--- config.mk ---
export PLATFORM = sky130hd
export DESIGN_NAME = sgc_global_regs
export DESIGN_NICKNAME = d
export VERILOG_FILES = /design/src/sgc_pkg.sv /design/src/sgc_map_if.sv /design/src/sgc_prio_lookup.sv /design/src/sgc_global_regs.sv
export VERILOG_INCLUDE_DIRS = /design/src /design/src/src
export SDC_FILE = /design/constraint.sdc
export NUM_CORES = 1
export LEC_CHECK = 0
export ABC_AREA = 1
export BUFFER_PORTS_ARGS = -buffer_cell sky130_fd_sc_hd__buf_2
export CAP_MARGIN = 20
export CORE_UTILIZATION = 53
export CTS_CLUSTER_DIAMETER = 50
export DETAILED_ROUTE_END_ITERATION = 8
export PLACE_DENSITY = 0.77
export SLEW_MARGIN = 20
export SYNTH_ARGS = -nofsm -noshare
export SYNTH_HDL_FRONTEND = slang
export SYNTH_SLANG_ARGS = --single-unit
--- constraint.sdc ---
create_clock -name clk -period 1.25 [get_ports clk]
set_input_delay 0 -clock clk [delete_from_list [all_inputs] [get_ports clk]]
set_output_delay 0 -clock clk [all_outputs]
set_load 0.05 [all_outputs]
--- src/sgc_regs.svh ---
// Purpose: offsets, field positions and reset values of the global
//          switch control bank (clock select, 802.1p map, unknown
//          destination forwarding, PHY management address).
// Assumes: byte-wide registers on the documented host register port.
// Notes:   reserved fields read back their constant values.
`ifndef SGC_REGS_SVH
`define SGC_REGS_SVH

// register offsets on the host register port
`define SGC_OFF_CLK_SEL     8'h0B
`define SGC_OFF_MAP_LOW     8'h0C
`define SGC_OFF_MAP_HIGH    8'h0D
`define SGC_OFF_UNK_FWD     8'h0E
`define SGC_OFF_PHY_ADDR    8'h0F

// field positions
`define SGC_CLK_SEL_LSB     6
`define SGC_UNK_EN_BIT      7
`define SGC_PAD_DRV_BIT     6
`define SGC_PHY_ADDR_LSB    3

// reset values of the writable fields
`define SGC_CLK_SEL_RST     2'h2
`define SGC_MAP_LOW_RST     8'h50
`define SGC_MAP_HIGH_RST    8'hFA
`define SGC_UNK_EN_RST      1'h0
`define SGC_PAD_DRV_RST     1'h1
`define SGC_UNK_MASK_RST    3'h7
`define SGC_PHY_ADDR_RST    5'h01
`define SGC_PHY_ADDR_STEP   5'h01

// constant read values of the reserved fields
`define SGC_CLK_RSVD_VAL    6'h08
`define SGC_UNK_RSVD_VAL    3'h0
`define SGC_PHY_RSVD_VAL    3'h0

// illegal codes
`define SGC_CLK_SEL_BAD     2'h3
`define SGC_PHY_BAD_ZERO    5'h00
`define SGC_PHY_BAD_HI0     5'h1E
`define SGC_PHY_BAD_HI1     5'h1F

`endif

--- src/sgc_pkg.sv ---
// Purpose: types and shared decode functions of the global control bank.
// Assumes: constants come from sgc_regs.svh.
// Notes:   functions are used by the bank, the lookup and the checks.
`default_nettype none
`include "sgc_regs.svh"

package sgc_pkg;

    // host interface clock choices
    typedef enum logic [1:0] {
        SGC_CLK_31M25 = 2'h0,
        SGC_CLK_62M5  = 2'h1,
        SGC_CLK_125M  = 2'h2
    } sgc_clk_sel_type;

    typedef logic [1:0] sgc_prio_type;

    // pick the two-bit map field for a priority code point
    function automatic sgc_prio_type sgc_prio_of(input logic [15:0] map,
                                                 input logic [2:0]  pcp);
        sgc_prio_type result;
        result = map[{pcp, 1'b0} +: 2];
        return result;
    endfunction

    // a PHY address code the hardware accepts
    function automatic logic sgc_phy_code_ok(input logic [4:0] code);
        logic ok;
        ok = (code != `SGC_PHY_BAD_ZERO) && (code != `SGC_PHY_BAD_HI0) &&
             (code != `SGC_PHY_BAD_HI1);
        return ok;
    endfunction

endpackage

`default_nettype wire

--- src/sgc_map_if.sv ---
// Purpose: carries the 802.1p map and the lookup request between the
//          register bank and the priority lookup.
// Assumes: one clock domain, owned by the modules.
// Notes:   no clocking block.
`timescale 1ns/100ps
`default_nettype none

interface sgc_map_if;
    logic [15:0] prio_map;
    logic        tag_valid;
    logic [2:0]  tag_pcp;
    logic [1:0]  int_prio;
    logic        int_prio_valid;

    modport bank   (output prio_map, tag_valid, tag_pcp,
                    input  int_prio, int_prio_valid);
    modport lookup (input  prio_map, tag_valid, tag_pcp,
                    output int_prio, int_prio_valid);
endinterface

`default_nettype wire

--- src/sgc_prio_lookup.sv ---
// Purpose: turns a received 802.1p code point into the internal queue.
// Assumes: tag_valid marks a tagged frame for one cycle.
// Notes:   one cycle latency; result holds until the next tagged frame.
`timescale 1ns/100ps
`default_nettype none

module sgc_prio_lookup
    import sgc_pkg::*;
(
    input  wire logic     clk,
    input  wire logic     rst_n,
    sgc_map_if.lookup     map
);

    ////////////////////////////////////////////////////////////////////
    // registered lookup, so the queue value is glitch free downstream
    always_ff @(posedge clk or negedge rst_n) begin
        if (!rst_n) begin
            map.int_prio       <= 2'h0;
            map.int_prio_valid <= 1'b0;
        end else begin
            map.int_prio_valid <= map.tag_valid;
            if (map.tag_valid) begin
                map.int_prio <= sgc_prio_of(map.prio_map, map.tag_pcp);
            end
        end
    end
endmodule

`default_nettype wire

--- src/sgc_global_regs.sv ---
// Purpose: global control bank: host clock select, 802.1p remap,
//          unknown destination forwarding, pad drive, PHY address.
// Assumes: reg_wr and reg_rd are one-cycle strobes from the host port.
// Notes:   read data is registered and appears one cycle after reg_rd.
`timescale 1ns/100ps
`default_nettype none
`include "sgc_regs.svh"

module sgc_global_regs
    import sgc_pkg::*;
(
    input  wire logic       clk,
    input  wire logic       rst_n,
    input  wire logic       reg_wr,
    input  wire logic       reg_rd,
    input  wire logic [7:0] reg_addr,
    input  wire logic [7:0] reg_wdata,
    output logic      [7:0] reg_rdata,
    output logic      [1:0] host_clk_sel,
    input  wire logic       tag_valid,
    input  wire logic [2:0] tag_pcp,
    output logic      [1:0] int_prio,
    output logic            int_prio_valid,
    input  wire logic       dest_unknown,
    input  wire logic [2:0] flood_ports,
    output logic      [2:0] fwd_ports,
    output logic            fwd_valid,
    output logic            pad_drive_16ma,
    output logic      [4:0] phy1_addr,
    output logic      [4:0] phy2_addr
);

    logic [7:0] map_low;
    logic [7:0] map_high;
    logic       unk_en;
    logic [2:0] unk_mask;

    ////////////////////////////////////////////////////////////////////
    // write decode; illegal codes are dropped so the field stays usable
    wire        wr_clk   = reg_wr && (reg_addr == `SGC_OFF_CLK_SEL);
    wire        wr_low   = reg_wr && (reg_addr == `SGC_OFF_MAP_LOW);
    wire        wr_high  = reg_wr && (reg_addr == `SGC_OFF_MAP_HIGH);
    wire        wr_unk   = reg_wr && (reg_addr == `SGC_OFF_UNK_FWD);
    wire        wr_phy   = reg_wr && (reg_addr == `SGC_OFF_PHY_ADDR);
    wire [1:0]  wr_clk_code = reg_wdata[`SGC_CLK_SEL_LSB +: 2];
    wire [4:0]  wr_phy_code = reg_wdata[`SGC_PHY_ADDR_LSB +: 5];
    wire        clk_code_ok = (wr_clk_code != `SGC_CLK_SEL_BAD);
    wire        phy_code_ok = sgc_phy_code_ok(wr_phy_code);

    ////////////////////////////////////////////////////////////////////
    // clock select and PHY address
    always_ff @(posedge clk or negedge rst_n) begin
        if (!rst_n) begin
            host_clk_sel <= `SGC_CLK_SEL_RST;
            phy1_addr    <= `SGC_PHY_ADDR_RST;
            phy2_addr    <= `SGC_PHY_ADDR_RST + `SGC_PHY_ADDR_STEP;
        end else begin
            if (wr_clk && clk_code_ok) begin
                host_clk_sel <= wr_clk_code;
            end
            if (wr_phy && phy_code_ok) begin
                phy1_addr <= wr_phy_code;
                phy2_addr <= wr_phy_code + `SGC_PHY_ADDR_STEP;
            end
        end
    end

    ////////////////////////////////////////////////////////////////////
    // priority map and forwarding controls; reserved bits never stored
    always_ff @(posedge clk or negedge rst_n) begin
        if (!rst_n) begin
            map_low        <= `SGC_MAP_LOW_RST;
            map_high       <= `SGC_MAP_HIGH_RST;
            unk_en         <= `SGC_UNK_EN_RST;
            pad_drive_16ma <= `SGC_PAD_DRV_RST;
            unk_mask       <= `SGC_UNK_MASK_RST;
        end else begin
            if (wr_low) begin
                map_low <= reg_wdata;
            end
            if (wr_high) begin
                map_high <= reg_wdata;
            end
            if (wr_unk) begin
                unk_en         <= reg_wdata[`SGC_UNK_EN_BIT];
                pad_drive_16ma <= reg_wdata[`SGC_PAD_DRV_BIT];
                unk_mask       <= reg_wdata[2:0];
            end
        end
    end

    ////////////////////////////////////////////////////////////////////
    // read mux: stored fields plus constant reserved values
    wire [7:0] rd_clk  = {host_clk_sel, `SGC_CLK_RSVD_VAL};
    wire [7:0] rd_unk  = {unk_en, pad_drive_16ma, `SGC_UNK_RSVD_VAL,
                          unk_mask};
    wire [7:0] rd_phy  = {phy1_addr, `SGC_PHY_RSVD_VAL};
    wire [7:0] next_rdata =
        (reg_addr == `SGC_OFF_CLK_SEL)  ? rd_clk   :
        (reg_addr == `SGC_OFF_MAP_LOW)  ? map_low  :
        (reg_addr == `SGC_OFF_MAP_HIGH) ? map_high :
        (reg_addr == `SGC_OFF_UNK_FWD)  ? rd_unk   :
        (reg_addr == `SGC_OFF_PHY_ADDR) ? rd_phy   : 8'h00;

    // data holds between reads so a slow host port can sample late
    always_ff @(posedge clk or negedge rst_n) begin
        if (!rst_n) begin
            reg_rdata <= 8'h00;
        end else if (reg_rd) begin
            reg_rdata <= next_rdata;
        end
    end

    ////////////////////////////////////////////////////////////////////
    // unknown destination steering; disabled means normal flooding
    wire [2:0] next_fwd_ports = unk_en ? unk_mask : flood_ports;

    always_ff @(posedge clk or negedge rst_n) begin
        if (!rst_n) begin
            fwd_ports <= 3'h0;
            fwd_valid <= 1'b0;
        end else begin
            fwd_valid <= dest_unknown;
            if (dest_unknown) begin
                fwd_ports <= next_fwd_ports;
            end
        end
    end

    ////////////////////////////////////////////////////////////////////
    // priority lookup on the map, low register holds code points 0-3
    sgc_map_if map_bus ();

    assign map_bus.prio_map  = {map_high, map_low};
    assign map_bus.tag_valid = tag_valid;
    assign map_bus.tag_pcp   = tag_pcp;
    assign int_prio          = map_bus.int_prio;
    assign int_prio_valid    = map_bus.int_prio_valid;

    sgc_prio_lookup u_lookup (
        .clk   (clk),
        .rst_n (rst_n),
        .map   (map_bus.lookup)
    );
endmodule

`default_nettype wire

Word level (Yosys, flattened, before mapping)
Index checks and enable logic that the tools add are counted.
Word-level totals
  output and inout bits: 28
  register bits after elaboration: 48
Cells by class
  add/sub/neg operators: 1
  reductions and logical operators: 10
  muxes and demuxes: 6
  shift operators: 1
  equal/unequal tests: 8
Operator list (number)
  8-bit by 4-bit == test with 1-bit output (second input constant): 5
  8-bit 2-to-1 mux: 5
  16-bit by 5-bit indexed part select with 2-bit output: 1
  5-bit != test (second input constant): 2
  1-bit logical AND: 9
  5-bit by 1-bit adder with 5-bit output (second input constant): 1
  5-bit nonzero test: 1
  3-bit 2-to-1 mux: 1
  2-bit != test (second input constant): 1

Logic depth before layout (Yosys ltp)
  depth in word-level cells: 6
  gate-level depth with buffers: 10
  depth with buffers taken out: 9

Hierarchy
Synthesis repeated with hierarchy kept, for this count alone.
Second synthesis, totals
  cells, all modules: 307
  area total of the unflattened synthesis: 2563.7 µm²
By module, submodules not included
  sgc_global_regs: area an instance 2259.7 µm², times used 1, seq. area each 1144.8 µm², cells each 251
  sgc_prio_lookup: area an instance 304.0 µm², times used 1, seq. area each 75.1 µm², cells each 56

Least setup slack after synthesis
OpenSTA, ideal clock, no wires.
  path kind: input -> register
  from: input reg_wdata[3]
  to: register phy1_addr[3]
  cell stages on the path: 10
  data required time: 1.128 ns
  data arrival time: 1.123 ns
  slack: 0.005 ns
  cell sequence: ha_1 > nand2_1 > nor2_1 > ha_1 > nor2_1 > and3_1 > nand2_2 > buf_6 > nand2_1 > o21ai_2
Between the ends
  longest elaborated chain between the ends: 4
  elaborated cells on any way between the ends: 6
  those cells by class: eq/ne (2); reduce/logical (4)
Ends and longest elaborated chain
  start: declaration: RTL line sgc_global_regs.sv:17  | input wire logic [7:0] reg_wdata,
  5-bit != test (no line) / 5-bit nonzero test (equally long branches)
  1-bit logical AND: RTL line sgc_pkg.sv:29  | ok = (code != `SGC_PHY_BAD_ZERO) && (code != `SGC_PHY_BAD_HI0) &&
  1-bit logical AND (*): RTL line sgc_pkg.sv:29
  1-bit logical AND (*): RTL line sgc_global_regs.sv:61  | if (wr_phy && phy_code_ok) begin
  end signal: assignment: RTL line sgc_global_regs.sv:55  | phy1_addr <= `SGC_PHY_ADDR_RST;
  end signal: assignment: RTL line sgc_global_regs.sv:62  | phy1_addr <= wr_phy_code;
  end: declaration: RTL line sgc_global_regs.sv:29  | output logic [4:0] phy1_addr,
Every way passes the cells marked *; elsewhere a longest branch is shown, timed or not.
A chain may end at the register's enable or synchronous reset.

Final worst setup path
Same ends and word-level chain as after synthesis.

==> results.py <==
metrics = {
    "run_status": {
        "status": "finished, final reports clean",
    },
    "cells_and_area": {
        "fin_nets": 401,
        "drive_gt1_frac": 0.293,
        "num-fill-cells": 350,
        "synthToLayoutAreaGrowth_pct": 27.7,
        "instances_no_fill": 421,
        "diodes": 0,
    },
    "floorplan": {
        "die_w_um": 69.6,
        "io_pins": 56,
        "core-area_um2": 4380,
        "start_util": 0.552,
        "dieHeight_um": 69.6,
        "fp-row-count": 24,
        "dieArea_um2": 4840,
    },
    "power": {
        "p_leak_uw": 0.00155,
        "power_density_nw_per_um2": 1160,
        "vdd_drop_max_uv": 723,
        "power_uw": 3600,
    },
    "setup_path": {
        "slowest_delay_ns": 0.20,
        "worst-path-buf-inv": 1,
        "worstPathMaxFanout": 14,
        "startpoint_type": "primary input",
        "crit_path_end_kind": "register",
        "critical_path_arrival_ns": 1.31,
        "slowest_stage": "ha_1",
        "cp_top_family": "simple AND/OR/NAND/NOR gates",
        "worstSetupStartpoint": "reg_wdata[3]",
        "required_ns": 1.44,
        "crit_chain": "buf_2, ha_1, nand2_1, nor2_1, ha_1, nor2_1, and3_1, nand2_2, nand2_1, o21ai_2",
        "reg2reg_from": "map_high[3]",
        "crit_type": "in2reg",
    },
    "yosys": {
        "yosysWarnings": 0,
        "synthTopCellsByArea": "dfrtp_1 (34%), dfstp_2 (16%), nand2_1 (13%)",
        "avgSynthCellArea_um2": 8.37,
        "synthCells": 289,
        "syn-cell-area_um2": 2420,
        "synth_top_cell_by_area": "dfrtp_1",
        "synth_fp_nets": 321,
        "synth_top_area_frac": 0.341,
        "yosysSeqAreaShare": 0.504,
        "synth-seq-cells": 48,
        "yosysUniqueCellTypes": 27,
    },
    "drt": {
        "vias": 2187,
        "drc": 0,
        "post_drt_via_cell_ratio": 5.19,
        "drt-initial-drc-count": 170,
        "avgRoutedWirePerCell_um": 13.2,
        "drtAntennaViolNets": 0,
        "wirelength_um": 5550,
        "drt_pass1_iterations": 4,
    },
    "clocking": {
        "clk-insertion-delay-late_ns": 0.30,
        "clockBufferDepth": 2,
        "h-tree-depth": 2,
        "cts.reportedPaths.clkPinSlew_ns": 0.09,
        "cts-resized-gates": 0,
        "numCtsBuffers": 5,
        "cts_root_buffer": "clkbuf_8",
        "cts.sinks": 48,
        "cts_tree": "built",
    },
    "global_route": {
        "antenna_found_initial": 0,
        "grt_max_degree": 49,
        "grt-ovfl-total": 0,
        "grt_pass1_wl_um": 9760,
        "grt_pass1_vias": 2114,
        "grt_usage": 0.255,
    },
    "sta": {
        "hold_viol_final": 0,
        "min_period_ns": 1.12,
        "worst_pin_slew_ns": 0.304,
        "rsz0062_at_grt": "false",
        "max_freq_mhz": 890,
        "setup_viol": 0,
        "whs_ns": 0.0232,
        "skew_ns": 0.00513,
        "relSlewSlack": 0.797,
        "finalSetupTns_ns": 0,
        "period_share": 0.899,
        "drv_slew": 0,
    },
    "place": {
        "dp_hpwl_um": 3980,
        "io_buffers": 55,
        "routabilityCongestion": 0.828,
        "placedCellCount": 403,
    },
    "flow_run": {
        "max-cap-violations": 0,
    },
    "hold_path": {
        "hold_path.class": "in2reg",
        "min_from": "reg_rd",
    },
}
[per-stage QoR]
stage / util / instance area [um2] / setup WS (ns)
final: 0.705 / 3090 / 0.127
after global routing: 0.705 / 3090 / 0.0568
after CTS: 0.705 / 3090 / 0.130
after detailed placement: 0.650 / 2850 / -0.177
after global placement: 0.650 / 2850 / -0.111
after floorplan: - / 2420 / 0.00548
[cell usage in the layout, fill, tap and decap left out]
cell            n
a21oi_1         5
nor2_1         17
nor2_2          4
xor2_1          1
buf_2          55
and3_1          1
clkbuf_8        5
inv_1          30
o21ai_1         1
nand3_2         2
dlygate4sd3_1  11
nand4_1         5
buf_4          12
ha_1            4
nand2_2         2
xnor2_1         1
buf_12          2
o21ai_0        24
nand2_1        82
nor3b_4         1
dfstp_2        15
nor2_4          2
nand3_1        30
o21ai_2         6
o21a_1          4
dfrtp_1        33
a31oi_1         3
mux2i_1         1
bufinv_16       2
o211ai_1        8
[cells by family after synthesis]
family | after synthesis | share of synthesized area
simple gates | 146 | 0.272
compound gates | 51 | 0.129
flops | 48 | 0.504
buf+inv | 37 | 0.0631
fa+ha+maj | 4 | 0.0207
xor+xnor | 2 | 0.00724
mux | 1 | 0.00414
[what timing repair did]
item,in CTS,in global routing
endpoints found under the hold margin,60,0
buffers inserted,0,0
hold buffers,11,0
[cell usage after synthesis, drive strengths merged]
cell and instances:
nor3b 1, nand3 32, xor2 1, dfrtp 33
o211ai 8, nand4 5, and3 1, a31oi 3
nor2 23, ha 4, mux2i 1, o21a 4
dfstp 15, o21ai 31, xnor2 1, clkbuf 1
a21oi 5, buf 6, nand2 84, inv 30
[layer usage]
layer  track usage  vias up  wire length, um
met5             0        -                0
li1              -     1105                -
met4        0.0748        0               81
met3        0.0465        7              260
met2         0.423       54             2680
met1         0.341     1021             2530
[flip-flops by register name (all words and copies together) (netlist names)]
signal,count
phy1_addr,5
pad_drive_16ma,1
reg_rdata,8
phy2_addr,5
map_low,8
unk_mask,3
u_lookup.map.int_prio,2
fwd_ports,3
u_lookup.map.int_prio_valid,1
map_high,8
unk_en,1
host_clk_sel,2
fwd_valid,1
[worst min-delay path: cells and delay by family]
kind          cells  cell delay (ns)
buf+inv           1             0.17
simple gates      2             0.12
[cell type report]
type / count / area (um2) / share of cell area
Clock inverter: 2 / 60.1 / 0.0194
Timing Repair Buffer: 80 / 515 / 0.167
Tap cell: 52 / 65.1 / 0.0211
Multi-Input combinational cell: 204 / 1050 / 0.339
Clock buffer: 5 / 68.8 / 0.0223
Sequential cell: 48 / 1220 / 0.395
Inverter: 30 / 113 / 0.0365
[power breakdown]
part	internal, uW	switching [uW]
Combinational	194	399
Sequential	1660	59.6
Clock	787	501
[worst paths after layout]
path / endpoint / slack, ns / cells after the start
setup / recovery: phy1_addr[3] / 0.13 / 10
setup reg to reg: u_lookup.map.int_prio[1] / 0.18 / 6
hold reg to reg: phy2_addr[1] / 0.47 / 2
hold / removal: reg_rdata[1] / 0.02 / 3
min in group asynchronous: reg_rdata[0] / 0.21 / 3
max in group asynchronous: map_high[3] / 0.76 / 3
(Power assumes the default switching activity.)
